--- src/logic/hdlc_dl_params.svh ---
// Offsets, field positions, reset values and codes of the data-link control block.
`ifndef HDLC_DL_PARAMS_SVH
`define HDLC_DL_PARAMS_SVH

// Register offsets on the host port.
`define RX2_MODE_ADDR      12'h150
`define RXBC2_ADDR         12'h151
`define DLC3_ADDR          12'h153
`define IRQ_STATUS_ADDR    12'h154
`define IRQ_MASK_ADDR      12'h155

// Reset values.
`define DLC3_RESET         8'h00
`define RXBC2_COUNT_RESET  7'h00
`define IRQ_RESET          4'h0

// Control register three field positions.
`define DLC3_SLC_ENABLE    7
`define DLC3_ABORT_DISABLE 6
`define DLC3_CHECK_DISABLE 5
`define DLC3_AUTO_DISCARD  4
`define DLC3_TX_ABORT      3
`define DLC3_TX_IDLE       2
`define DLC3_FCS_APPEND    1
`define DLC3_MODE_SELECT   0

// Interrupt status bit positions.
`define IRQ_RX2_EOT        0
`define IRQ_RX3_ACCEPT     1
`define IRQ_RX3_FCS_ERROR  2
`define IRQ_RX3_DISCARD    3

// Framing format codes presented by the framer.
`define FMT_SF             2'h0
`define FMT_ESF            2'h1
`define FMT_SLC            2'h2

// Frame check sequence constants, buffer size, count limit and abort length.
`define FCS_INIT           16'hFFFF
`define FCS_POLY           16'h8408
`define FCS_GOOD           16'hF0B8
`define RX3_DEPTH          128
`define RX2_COUNT_MAX      7'h7F
`define ABORT_ONES         3'h7

`endif

--- src/logic/hdlc_dl_pkg.sv ---
// Types shared by the data-link control block.
package hdlc_dl_pkg;
  typedef enum logic [1:0] {
    ABORT_IDLE  = 2'b00,
    ABORT_AUTO  = 2'b01,
    ABORT_FORCE = 2'b10
  } abort_state_t;
endpackage
--- src/logic/abort_inserter.sv ---
// Transmit bit path of controller three with automatic and forced abort insertion.
`timescale 1ns/1ns
`default_nettype none
`include "hdlc_dl_params.svh"
module abort_inserter (
  input  wire logic clk,
  input  wire logic rst,
  input  wire logic bit_tick,
  input  wire logic engine_bit,
  input  wire logic message_oriented_mode,
  input  wire logic auto_abort_disable,
  input  wire logic force_abort,
  output logic      line_bit,
  output logic      engine_hold
);
  hdlc_dl_pkg::abort_state_t state_reg, state_next;
  logic       prev_mode_reg, pend_reg, pend_next, bit_reg, bit_next, hold_reg, hold_next;
  logic [2:0] cnt_reg, cnt_next;

  // A change out of message-oriented mode between ticks is remembered so the abort goes out on the next bit slot.
  always_comb begin
    state_next = state_reg;
    cnt_next   = cnt_reg;
    bit_next   = bit_reg;
    hold_next  = hold_reg;
    pend_next  = pend_reg | (prev_mode_reg & ~message_oriented_mode & ~auto_abort_disable);
    if (bit_tick) begin
      case (state_reg)
        hdlc_dl_pkg::ABORT_IDLE: begin
          if (force_abort) begin
            state_next = hdlc_dl_pkg::ABORT_FORCE;
            cnt_next   = 3'h1;
            bit_next   = 1'h1;
            hold_next  = 1'h1;
          end else if (pend_reg) begin
            state_next = hdlc_dl_pkg::ABORT_AUTO;
            cnt_next   = 3'h0;
            bit_next   = 1'h0;
            hold_next  = 1'h1;
            pend_next  = 1'h0;
          end else begin
            bit_next  = engine_bit;
            hold_next = 1'h0;
          end
        end
        hdlc_dl_pkg::ABORT_AUTO: begin
          if (cnt_reg == `ABORT_ONES) begin
            state_next = hdlc_dl_pkg::ABORT_IDLE;
            bit_next   = engine_bit;
            hold_next  = 1'h0;
          end else begin
            bit_next = 1'h1;
            cnt_next = cnt_reg + 3'h1;
          end
        end
        hdlc_dl_pkg::ABORT_FORCE: begin
          // Once started, at least seven ones go out even if software clears the bit early.
          if (!force_abort && cnt_reg == `ABORT_ONES) begin
            state_next = hdlc_dl_pkg::ABORT_IDLE;
            bit_next   = engine_bit;
            hold_next  = 1'h0;
          end else begin
            bit_next = 1'h1;
            cnt_next = (cnt_reg == `ABORT_ONES) ? cnt_reg : cnt_reg + 3'h1;
          end
        end
        default: state_next = hdlc_dl_pkg::ABORT_IDLE;
      endcase
    end
  end

  // Registers of the transmit bit path.
  always_ff @(posedge clk) begin
    if (rst) begin
      state_reg     <= hdlc_dl_pkg::ABORT_IDLE;
      cnt_reg       <= 3'h0;
      bit_reg       <= 1'h1;
      hold_reg      <= 1'h0;
      pend_reg      <= 1'h0;
      prev_mode_reg <= 1'h0;
    end else begin
      state_reg     <= state_next;
      cnt_reg       <= cnt_next;
      bit_reg       <= bit_next;
      hold_reg      <= hold_next;
      pend_reg      <= pend_next;
      prev_mode_reg <= message_oriented_mode;
    end
  end

  assign line_bit    = bit_reg;
  assign engine_hold = hold_reg;
endmodule
`default_nettype wire

--- src/logic/hdlc_datalink_control.sv ---
// Data-link control and status logic for receive controller two and controllers three.
`timescale 1ns/1ns
`default_nettype none
`include "hdlc_dl_params.svh"
module hdlc_datalink_control (
  input  wire logic       clk,
  input  wire logic       rst,
  input  wire logic [11:0] reg_addr,
  input  wire logic [7:0] reg_wdata,
  input  wire logic       reg_wr,
  input  wire logic       reg_rd,
  output logic [7:0]      reg_rdata,
  output logic            irq,
  input  wire logic [1:0] framing_format,
  output logic            slc_link_active,
  output logic            sf_bits_select,
  input  wire logic       rx2_octet_valid,
  input  wire logic       rx2_frame_end,
  input  wire logic       rx2_bos_repeat,
  output logic            rx2_write_buffer,
  input  wire logic       rx3_frame_start,
  input  wire logic       rx3_octet_valid,
  input  wire logic [7:0] rx3_octet,
  input  wire logic       rx3_frame_end,
  output logic            rx3_frame_accept,
  output logic            rx3_frame_discard,
  input  wire logic       tx3_bit_tick,
  input  wire logic       tx3_engine_bit,
  output logic            tx3_line_bit,
  output logic            tx3_engine_hold,
  output logic            tx3_message_mode,
  output logic            tx3_idle_flags,
  output logic            tx3_fcs_append
);
  logic [7:0]  dlc3_reg, dlc3_next, rdata_reg, rdata_next;
  logic        rx2_mode_reg, rx2_mode_next, ptr_reg, ptr_next, wbuf_reg, wbuf_next;
  logic [6:0]  rx2_count_reg, rx2_count_next, rx2_bytes_reg, rx2_bytes_next, rx2_rep_reg, rx2_rep_next;
  logic        rx2_eot_evt;
  logic [3:0]  status_reg, status_next, mask_reg, mask_next, clear_bits;
  logic        irq_reg, irq_next, slc_reg, slc_next, sf_reg, sf_next;
  logic [7:0]  rx3_idx_reg, rx3_idx_next, rx3_len_reg, rx3_len_next;
  logic        rx3_same_reg, rx3_same_next, accept_reg, accept_next, discard_reg, discard_next;
  logic [15:0] crc_reg, crc_next;
  logic        rx3_ok_evt, rx3_err_evt, rx3_drop_evt, rx3_identical, rx3_fcs_ok, rx3_in_range;
  logic [7:0]  rx3_mem [`RX3_DEPTH];
  logic [7:0]  rx3_old;

  // Byte-wise reflected CRC-16 update, unrolled by the loop at elaboration.
  function automatic logic [15:0] fcs_update(input logic [15:0] crc, input logic [7:0] octet);
    logic [15:0] c;
    c = crc ^ {8'h00, octet};
    for (int i = 0; i < 8; i++) begin
      c = c[0] ? ((c >> 1) ^ `FCS_POLY) : (c >> 1);
    end
    return c;
  endfunction

  // Host writes to the control registers; hardware owns the pointer bit.
  always_comb begin
    dlc3_next     = dlc3_reg;
    rx2_mode_next = rx2_mode_reg;
    mask_next     = mask_reg;
    clear_bits    = 4'h0;
    if (reg_wr) begin
      if (reg_addr == `DLC3_ADDR) begin
        dlc3_next = reg_wdata;
      end else if (reg_addr == `RX2_MODE_ADDR) begin
        rx2_mode_next = reg_wdata[0];
      end else if (reg_addr == `IRQ_STATUS_ADDR) begin
        clear_bits = reg_wdata[3:0];
      end else if (reg_addr == `IRQ_MASK_ADDR) begin
        mask_next = reg_wdata[3:0];
      end
    end
  end

  // Controller two receive status: length in message mode, repetition target in bit mode.
  always_comb begin
    rx2_count_next = rx2_count_reg;
    rx2_bytes_next = rx2_bytes_reg;
    rx2_rep_next   = rx2_rep_reg;
    ptr_next       = ptr_reg;
    rx2_eot_evt    = 1'h0;
    if (reg_wr && reg_addr == `RXBC2_ADDR) begin
      rx2_count_next = reg_wdata[6:0];
    end
    if (rx2_mode_reg) begin
      rx2_rep_next = 7'h00;
      if (rx2_frame_end) begin
        // The engine passes every octet, header and check octets alike, so the tally is the full length.
        rx2_count_next = rx2_bytes_reg;
        rx2_bytes_next = 7'h00;
        ptr_next       = wbuf_reg;
        rx2_eot_evt    = 1'h1;
      end else if (rx2_octet_valid && rx2_bytes_reg != `RX2_COUNT_MAX) begin
        rx2_bytes_next = rx2_bytes_reg + 7'h01;
      end
    end else begin
      rx2_bytes_next = 7'h00;
      if (rx2_bos_repeat && rx2_count_reg != 7'h00) begin
        if (rx2_rep_reg + 7'h01 == rx2_count_reg) begin
          rx2_eot_evt  = 1'h1;
          rx2_rep_next = 7'h00;
        end else begin
          rx2_rep_next = rx2_rep_reg + 7'h01;
        end
      end
    end
    wbuf_next = ~ptr_next;
  end

  // Controller three receive: compare against the stored frame while overwriting it.
  // Overwriting in place saves a second buffer; an identical frame leaves the contents unchanged anyway.
  assign rx3_in_range = ~rx3_idx_reg[7];
  assign rx3_old      = rx3_mem[rx3_idx_reg[6:0]];
  assign rx3_identical = rx3_same_reg && (rx3_idx_reg == rx3_len_reg);
  assign rx3_fcs_ok    = dlc3_reg[`DLC3_CHECK_DISABLE] || (crc_reg == `FCS_GOOD);
  always_comb begin
    rx3_idx_next  = rx3_idx_reg;
    rx3_same_next = rx3_same_reg;
    rx3_len_next  = rx3_len_reg;
    crc_next      = crc_reg;
    rx3_ok_evt    = 1'h0;
    rx3_err_evt   = 1'h0;
    rx3_drop_evt  = 1'h0;
    if (rx3_frame_start) begin
      rx3_idx_next  = 8'h00;
      rx3_same_next = 1'h1;
      crc_next      = `FCS_INIT;
    end else if (rx3_octet_valid) begin
      crc_next      = fcs_update(crc_reg, rx3_octet);
      rx3_same_next = rx3_same_reg && rx3_in_range && (rx3_old == rx3_octet) && (rx3_idx_reg < rx3_len_reg);
      if (rx3_in_range) begin
        rx3_idx_next = rx3_idx_reg + 8'h01;
      end
    end else if (rx3_frame_end) begin
      if (dlc3_reg[`DLC3_AUTO_DISCARD] && rx3_identical) begin
        rx3_drop_evt = 1'h1;
      end else if (rx3_fcs_ok) begin
        rx3_ok_evt   = 1'h1;
        rx3_len_next = rx3_idx_reg;
      end else begin
        rx3_err_evt  = 1'h1;
        rx3_len_next = rx3_idx_reg;
      end
    end
    accept_next  = rx3_ok_evt;
    discard_next = rx3_drop_evt;
  end

  // Receive buffer array; written in place as octets arrive.
  always_ff @(posedge clk) begin
    if (rx3_octet_valid && !rx3_frame_start && rx3_in_range) begin
      rx3_mem[rx3_idx_reg[6:0]] <= rx3_octet;
    end
  end

  // Sticky status: a new event wins over a clear in the same cycle.
  always_comb begin
    status_next = (status_reg & ~clear_bits) |
                  {rx3_drop_evt, rx3_err_evt, rx3_ok_evt, rx2_eot_evt};
    irq_next    = |(status_next & mask_next);
    slc_next    = dlc3_next[`DLC3_SLC_ENABLE] &&
                  (framing_format == `FMT_SLC || framing_format == `FMT_ESF);
    sf_next     = ~slc_next;
  end

  // Read data stand one cycle after the strobe; unmapped addresses read zero.
  always_comb begin
    rdata_next = 8'h00;
    if (reg_rd) begin
      if (reg_addr == `DLC3_ADDR) begin
        rdata_next = dlc3_reg;
      end else if (reg_addr == `RXBC2_ADDR) begin
        rdata_next = {ptr_reg, rx2_count_reg};
      end else if (reg_addr == `RX2_MODE_ADDR) begin
        rdata_next = {7'h00, rx2_mode_reg};
      end else if (reg_addr == `IRQ_STATUS_ADDR) begin
        rdata_next = {4'h0, status_reg};
      end else if (reg_addr == `IRQ_MASK_ADDR) begin
        rdata_next = {4'h0, mask_reg};
      end
    end
  end

  // All block state except the receive buffer array and the transmit bit path.
  always_ff @(posedge clk) begin
    if (rst) begin
      dlc3_reg      <= `DLC3_RESET;
      rx2_mode_reg  <= 1'h0;
      rx2_count_reg <= `RXBC2_COUNT_RESET;
      rx2_bytes_reg <= 7'h00;
      rx2_rep_reg   <= 7'h00;
      ptr_reg       <= 1'h0;
      wbuf_reg      <= 1'h1;
      status_reg    <= `IRQ_RESET;
      mask_reg      <= `IRQ_RESET;
      irq_reg       <= 1'h0;
      slc_reg       <= 1'h0;
      sf_reg        <= 1'h1;
      rdata_reg     <= 8'h00;
      rx3_idx_reg   <= 8'h00;
      rx3_len_reg   <= 8'h00;
      rx3_same_reg  <= 1'h0;
      crc_reg       <= `FCS_INIT;
      accept_reg    <= 1'h0;
      discard_reg   <= 1'h0;
    end else begin
      dlc3_reg      <= dlc3_next;
      rx2_mode_reg  <= rx2_mode_next;
      rx2_count_reg <= rx2_count_next;
      rx2_bytes_reg <= rx2_bytes_next;
      rx2_rep_reg   <= rx2_rep_next;
      ptr_reg       <= ptr_next;
      wbuf_reg      <= wbuf_next;
      status_reg    <= status_next;
      mask_reg      <= mask_next;
      irq_reg       <= irq_next;
      slc_reg       <= slc_next;
      sf_reg        <= sf_next;
      rdata_reg     <= rdata_next;
      rx3_idx_reg   <= rx3_idx_next;
      rx3_len_reg   <= rx3_len_next;
      rx3_same_reg  <= rx3_same_next;
      crc_reg       <= crc_next;
      accept_reg    <= accept_next;
      discard_reg   <= discard_next;
    end
  end

  // Transmit controller three bit path with abort insertion.
  abort_inserter u_abort (
    .clk                   (clk),
    .rst                   (rst),
    .bit_tick              (tx3_bit_tick),
    .engine_bit            (tx3_engine_bit),
    .message_oriented_mode (dlc3_reg[`DLC3_MODE_SELECT]),
    .auto_abort_disable    (dlc3_reg[`DLC3_ABORT_DISABLE]),
    .force_abort           (dlc3_reg[`DLC3_TX_ABORT]),
    .line_bit              (tx3_line_bit),
    .engine_hold           (tx3_engine_hold)
  );

  assign reg_rdata         = rdata_reg;
  assign irq               = irq_reg;
  assign slc_link_active   = slc_reg;
  assign sf_bits_select    = sf_reg;
  assign rx2_write_buffer  = wbuf_reg;
  assign rx3_frame_accept  = accept_reg;
  assign rx3_frame_discard = discard_reg;
  assign tx3_message_mode  = dlc3_reg[`DLC3_MODE_SELECT];
  assign tx3_idle_flags    = dlc3_reg[`DLC3_TX_IDLE];
  assign tx3_fcs_append    = dlc3_reg[`DLC3_FCS_APPEND];
endmodule
`default_nettype wire

--- config.mk ---
export PLATFORM = sky130hd
export DESIGN_NAME = hdlc_datalink_control
export DESIGN_NICKNAME = d
export VERILOG_FILES = /design/src/logic/hdlc_dl_pkg.sv /design/src/logic/abort_inserter.sv /design/src/logic/hdlc_datalink_control.sv
export VERILOG_INCLUDE_DIRS = /design/src /design/src/logic
export SDC_FILE = /design/constraint.sdc
export NUM_CORES = 1
export LEC_CHECK = 0
export BUFFER_PORTS_ARGS = -buffer_cell sky130_fd_sc_hd__buf_2
export CAP_MARGIN = 20
export CELL_PAD_IN_SITES_DETAIL_PLACEMENT = 1
export CELL_PAD_IN_SITES_GLOBAL_PLACEMENT = 1
export CORE_ASPECT_RATIO = 0.8
export CORE_MARGIN = 2
export CORE_UTILIZATION = 40
export CTS_CLUSTER_DIAMETER = 120
export DETAILED_ROUTE_END_ITERATION = 10
export GPL_ROUTABILITY_DRIVEN = 0
export PLACE_DENSITY_LB_ADDON = 0.1
export RECOVER_POWER = 100
export SYNTH_ARGS = -nofsm -noshare
export SYNTH_HDL_FRONTEND = slang
export SYNTH_SLANG_ARGS = --single-unit
--- constraint.sdc ---
create_clock -name clk -period 5.4 [get_ports clk]
set_input_delay 0.54 -clock clk [delete_from_list [all_inputs] [get_ports clk]]
set_output_delay 0.54 -clock clk [all_outputs]
set_load 0.01 [all_outputs]
==> flow_summary.ini <==
[yosys]
ys_ff_latch = 1126
synth_top_flop_cell = edfxtp_1
yosysUniqueCellTypes = 74
async_flop_share_pct = 0
yosysSeqAreaShare_pct = 73.1
syn_nets = 2594
syn_inst = 2535
synth_warnings = 0
synth_top_area_share_pct = 68.5
yosys.area.top_type = edfxtp_1
synth_edf_count = 1024
synth_area_leaders = edfxtp_1 (69%), mux4_2 (11%), dfxtp_1 (4.5%)
netlist_area_um2 = 44900
syn_avg_cell_area_um2 = 17.7

[clock_network]
cts_max_path_buffers = 3
worstSkewPairLatency_ns = 0.72
cts-resized-gates = 0
htree_levels = 3
postCtsHoldBufs = 0
cts_tree = done
root_buffer = clkbuf_16
path_clk_slew_ns = 0.06
cts_setup_buffers = 0
cts_inserted_buffers = 113
clock_sinks = 1126

[critical_path]
critPathLaunch = rx3_octet[5]
start_kind = input port
reg2reg_slack_ns = 1.16
arrival_ns = 4.83
cp_top_family = buffers and inverters
critPathMaxStageDelay_ns = 2.04
cp.required_ns = 5.76
crit_top_cell = clkbuf_1
timing.rr.end = rx3_same_reg
path_class = input port to flop
critPathBufInv = 3
rr_worst_depth = 9
slowest_stage = clkbuf_1
path_cells = clkbuf_1 -> clkbuf_1 -> clkbuf_2
crit_path_max_fanout = 53
cp-end-kind = flop

[timing]
grt_setup_unrepaired = false
drv_slew = 825
timing.slew.headroom_pct = -153
max_freq_mhz = 224
setup_ws_ns = 0.931
finalHoldViolations = 0
setup_viol_count_final = 0
timing.final.crit_share_pct = 82.8
clock_skew_ns = 0.0216
period_needed_ns = 4.47
worst_pin_slew_ns = 3.80
setup_tns_ns = 0

[global_routing]
grt_overflow_total = 0
antenna_found_initial = 5
grt_first_pass_wirelength_um = 192000
grt_usage_pct = 23.4
grt_max_degree = 98
grt_pass1_vias = 25800

[drt]
drc_errors = 0
avgViaCountPerCell = 5.79
dr_total_vias = 24900
totalWireLength_um = 134000
drt-initial-drc-count = 2870
firstDrtPassIters = 5
drt-wirelength-per-cell_um = 31.1
ant_nets = 0

[layout]
drive_gt1_share_pct = 17.5
largest_reg_flops = 1024
area_growth_pct = 13.2
mostFrequentLayoutCells = edfxtp_1 (1024), nor2_1 (226), mux4_2 (211), clkbuf_1 (136), nand2_1 (135)
fill_cells = 10500
nets = 2761
final_common_cell = edfxtp_1

[worst_hold_path]
hp-start = rx2_octet_valid
hold_depth = 3
min_path_type = input port to flop
holdPathEnd = rx2_bytes_reg[6]

[pwr]
p_leak_nw = 15.4
max-vdd-ir-drop_mv = 0.278
p_clk_share_pct = 44.2
finalPower_mw = 18.1
internal_power_mw = 14.4
power_frac_comb_pct = 3.2
power_frac_seq_pct = 52.6
p_sw_mw = 3.76
netSwitchingFraction_pct = 20.7
powerDensity_nw_per_um2 = 357

[run_status]
violations = capacitance limit, slew limit
outcome = finished with violations

[floorplan]
core_area_um2 = 111000
die_area_um2 = 115000
rows = 109
ioPinCount = 61
die_w_um = 379
start_util_pct = 40.5
die_h_um = 304

[placement]
preCtsSetupSlack_ns = 1.29
dpl.hpwl_um = 87800
numPortBuffers = 60

[job]
max_cap_viol_count = 18
-- how the worst max path moves through the flow --
stage / depth (start not counted) / endpoint / slack [ns]
final: 3 / rx3_mem[80][5] / 0.93
after global routing: 3 / rx3_mem[64][5] / 0.53
after CTS: 10 / rx3_same_reg / 1.25
after detailed placement: 10 / rx3_same_reg / 1.29
after global placement: 9 / rx3_same_reg / 0.81
after floorplan: 10 / rx3_same_reg / 2.54
-- cell usage after synthesis (all sizes together), types with 19 or more instances --
library cell,instances
mux2i,106
nand3,55
buf,72
a21oi,64
edfxtp,1024
a22oi,44
mux4,216
dfxtp,102
o21ai,59
a221oi,20
nor3,19
clkbuf,63
inv,24
nor2b,24
xor2,26
xnor2,35
nand2,135
nor2,226
-- kinds of logic after synthesis --
family,after synthesis,synth area share (%)
flops,1126,73.1
fa+ha+maj,17,0.474
simple gates,551,5.62
xor+xnor,61,1.19
buf+inv,160,1.80
compound gates,281,4.19
mux,339,13.7
-- stage by stage --
step,util (%),cell area (um^2),std cells,hold slack (ns)
finish,45.8,50800,4296,0.0942
global route,45.8,50800,4295,0.0789
CTS,46.1,51100,4284,0.0274
detailed placement,42.7,47400,4074,0.453
global placement,42.6,47300,4062,0.444
floorplan,-,44900,2535,0.436
-- metal layers --
layer | vias up | global-route usage (%) | routed length, um
li1 | 10500 | - | -
met1 | 13400 | 35.6 | 62300
met2 | 852 | 34.8 | 59600
met3 | 156 | 4.80 | 9140
met4 | 0 | 4.95 | 2690
met5 | - | 0 | 0
-- worst min-delay path, delay by kind of cell --
kind                   cells  cell delay, ns
AOI/OAI and AO/OA          1            0.06
and+or+nand+nor            1            0.08
buffers and inverters      1            0.09
-- final cells by class --
class,count,area [um^2],share of cell area [%]
Antenna cell,1,2.50,0.00493
Clock buffer,157,3140,6.18
Clock inverter,53,597,1.17
Inverter,25,93.8,0.185
Multi-Input combinational cell,1249,11300,22.2
Sequential cell,1126,32800,64.6
Tap cell,1498,1870,3.69
Timing Repair Buffer,187,1000,1.97
-- power groups by stage --
stage	clock network (mW)	registers, mW	logic [mW]
after floorplan	0	9.70	0.308
after global routing	8.46	9.54	0.618
after CTS	8.18	9.53	0.585
final	8.02	9.54	0.572
after global placement	0	9.72	0.570
after detailed placement	0	9.72	0.584
Note: power is estimated with default switching activity, not from simulation.
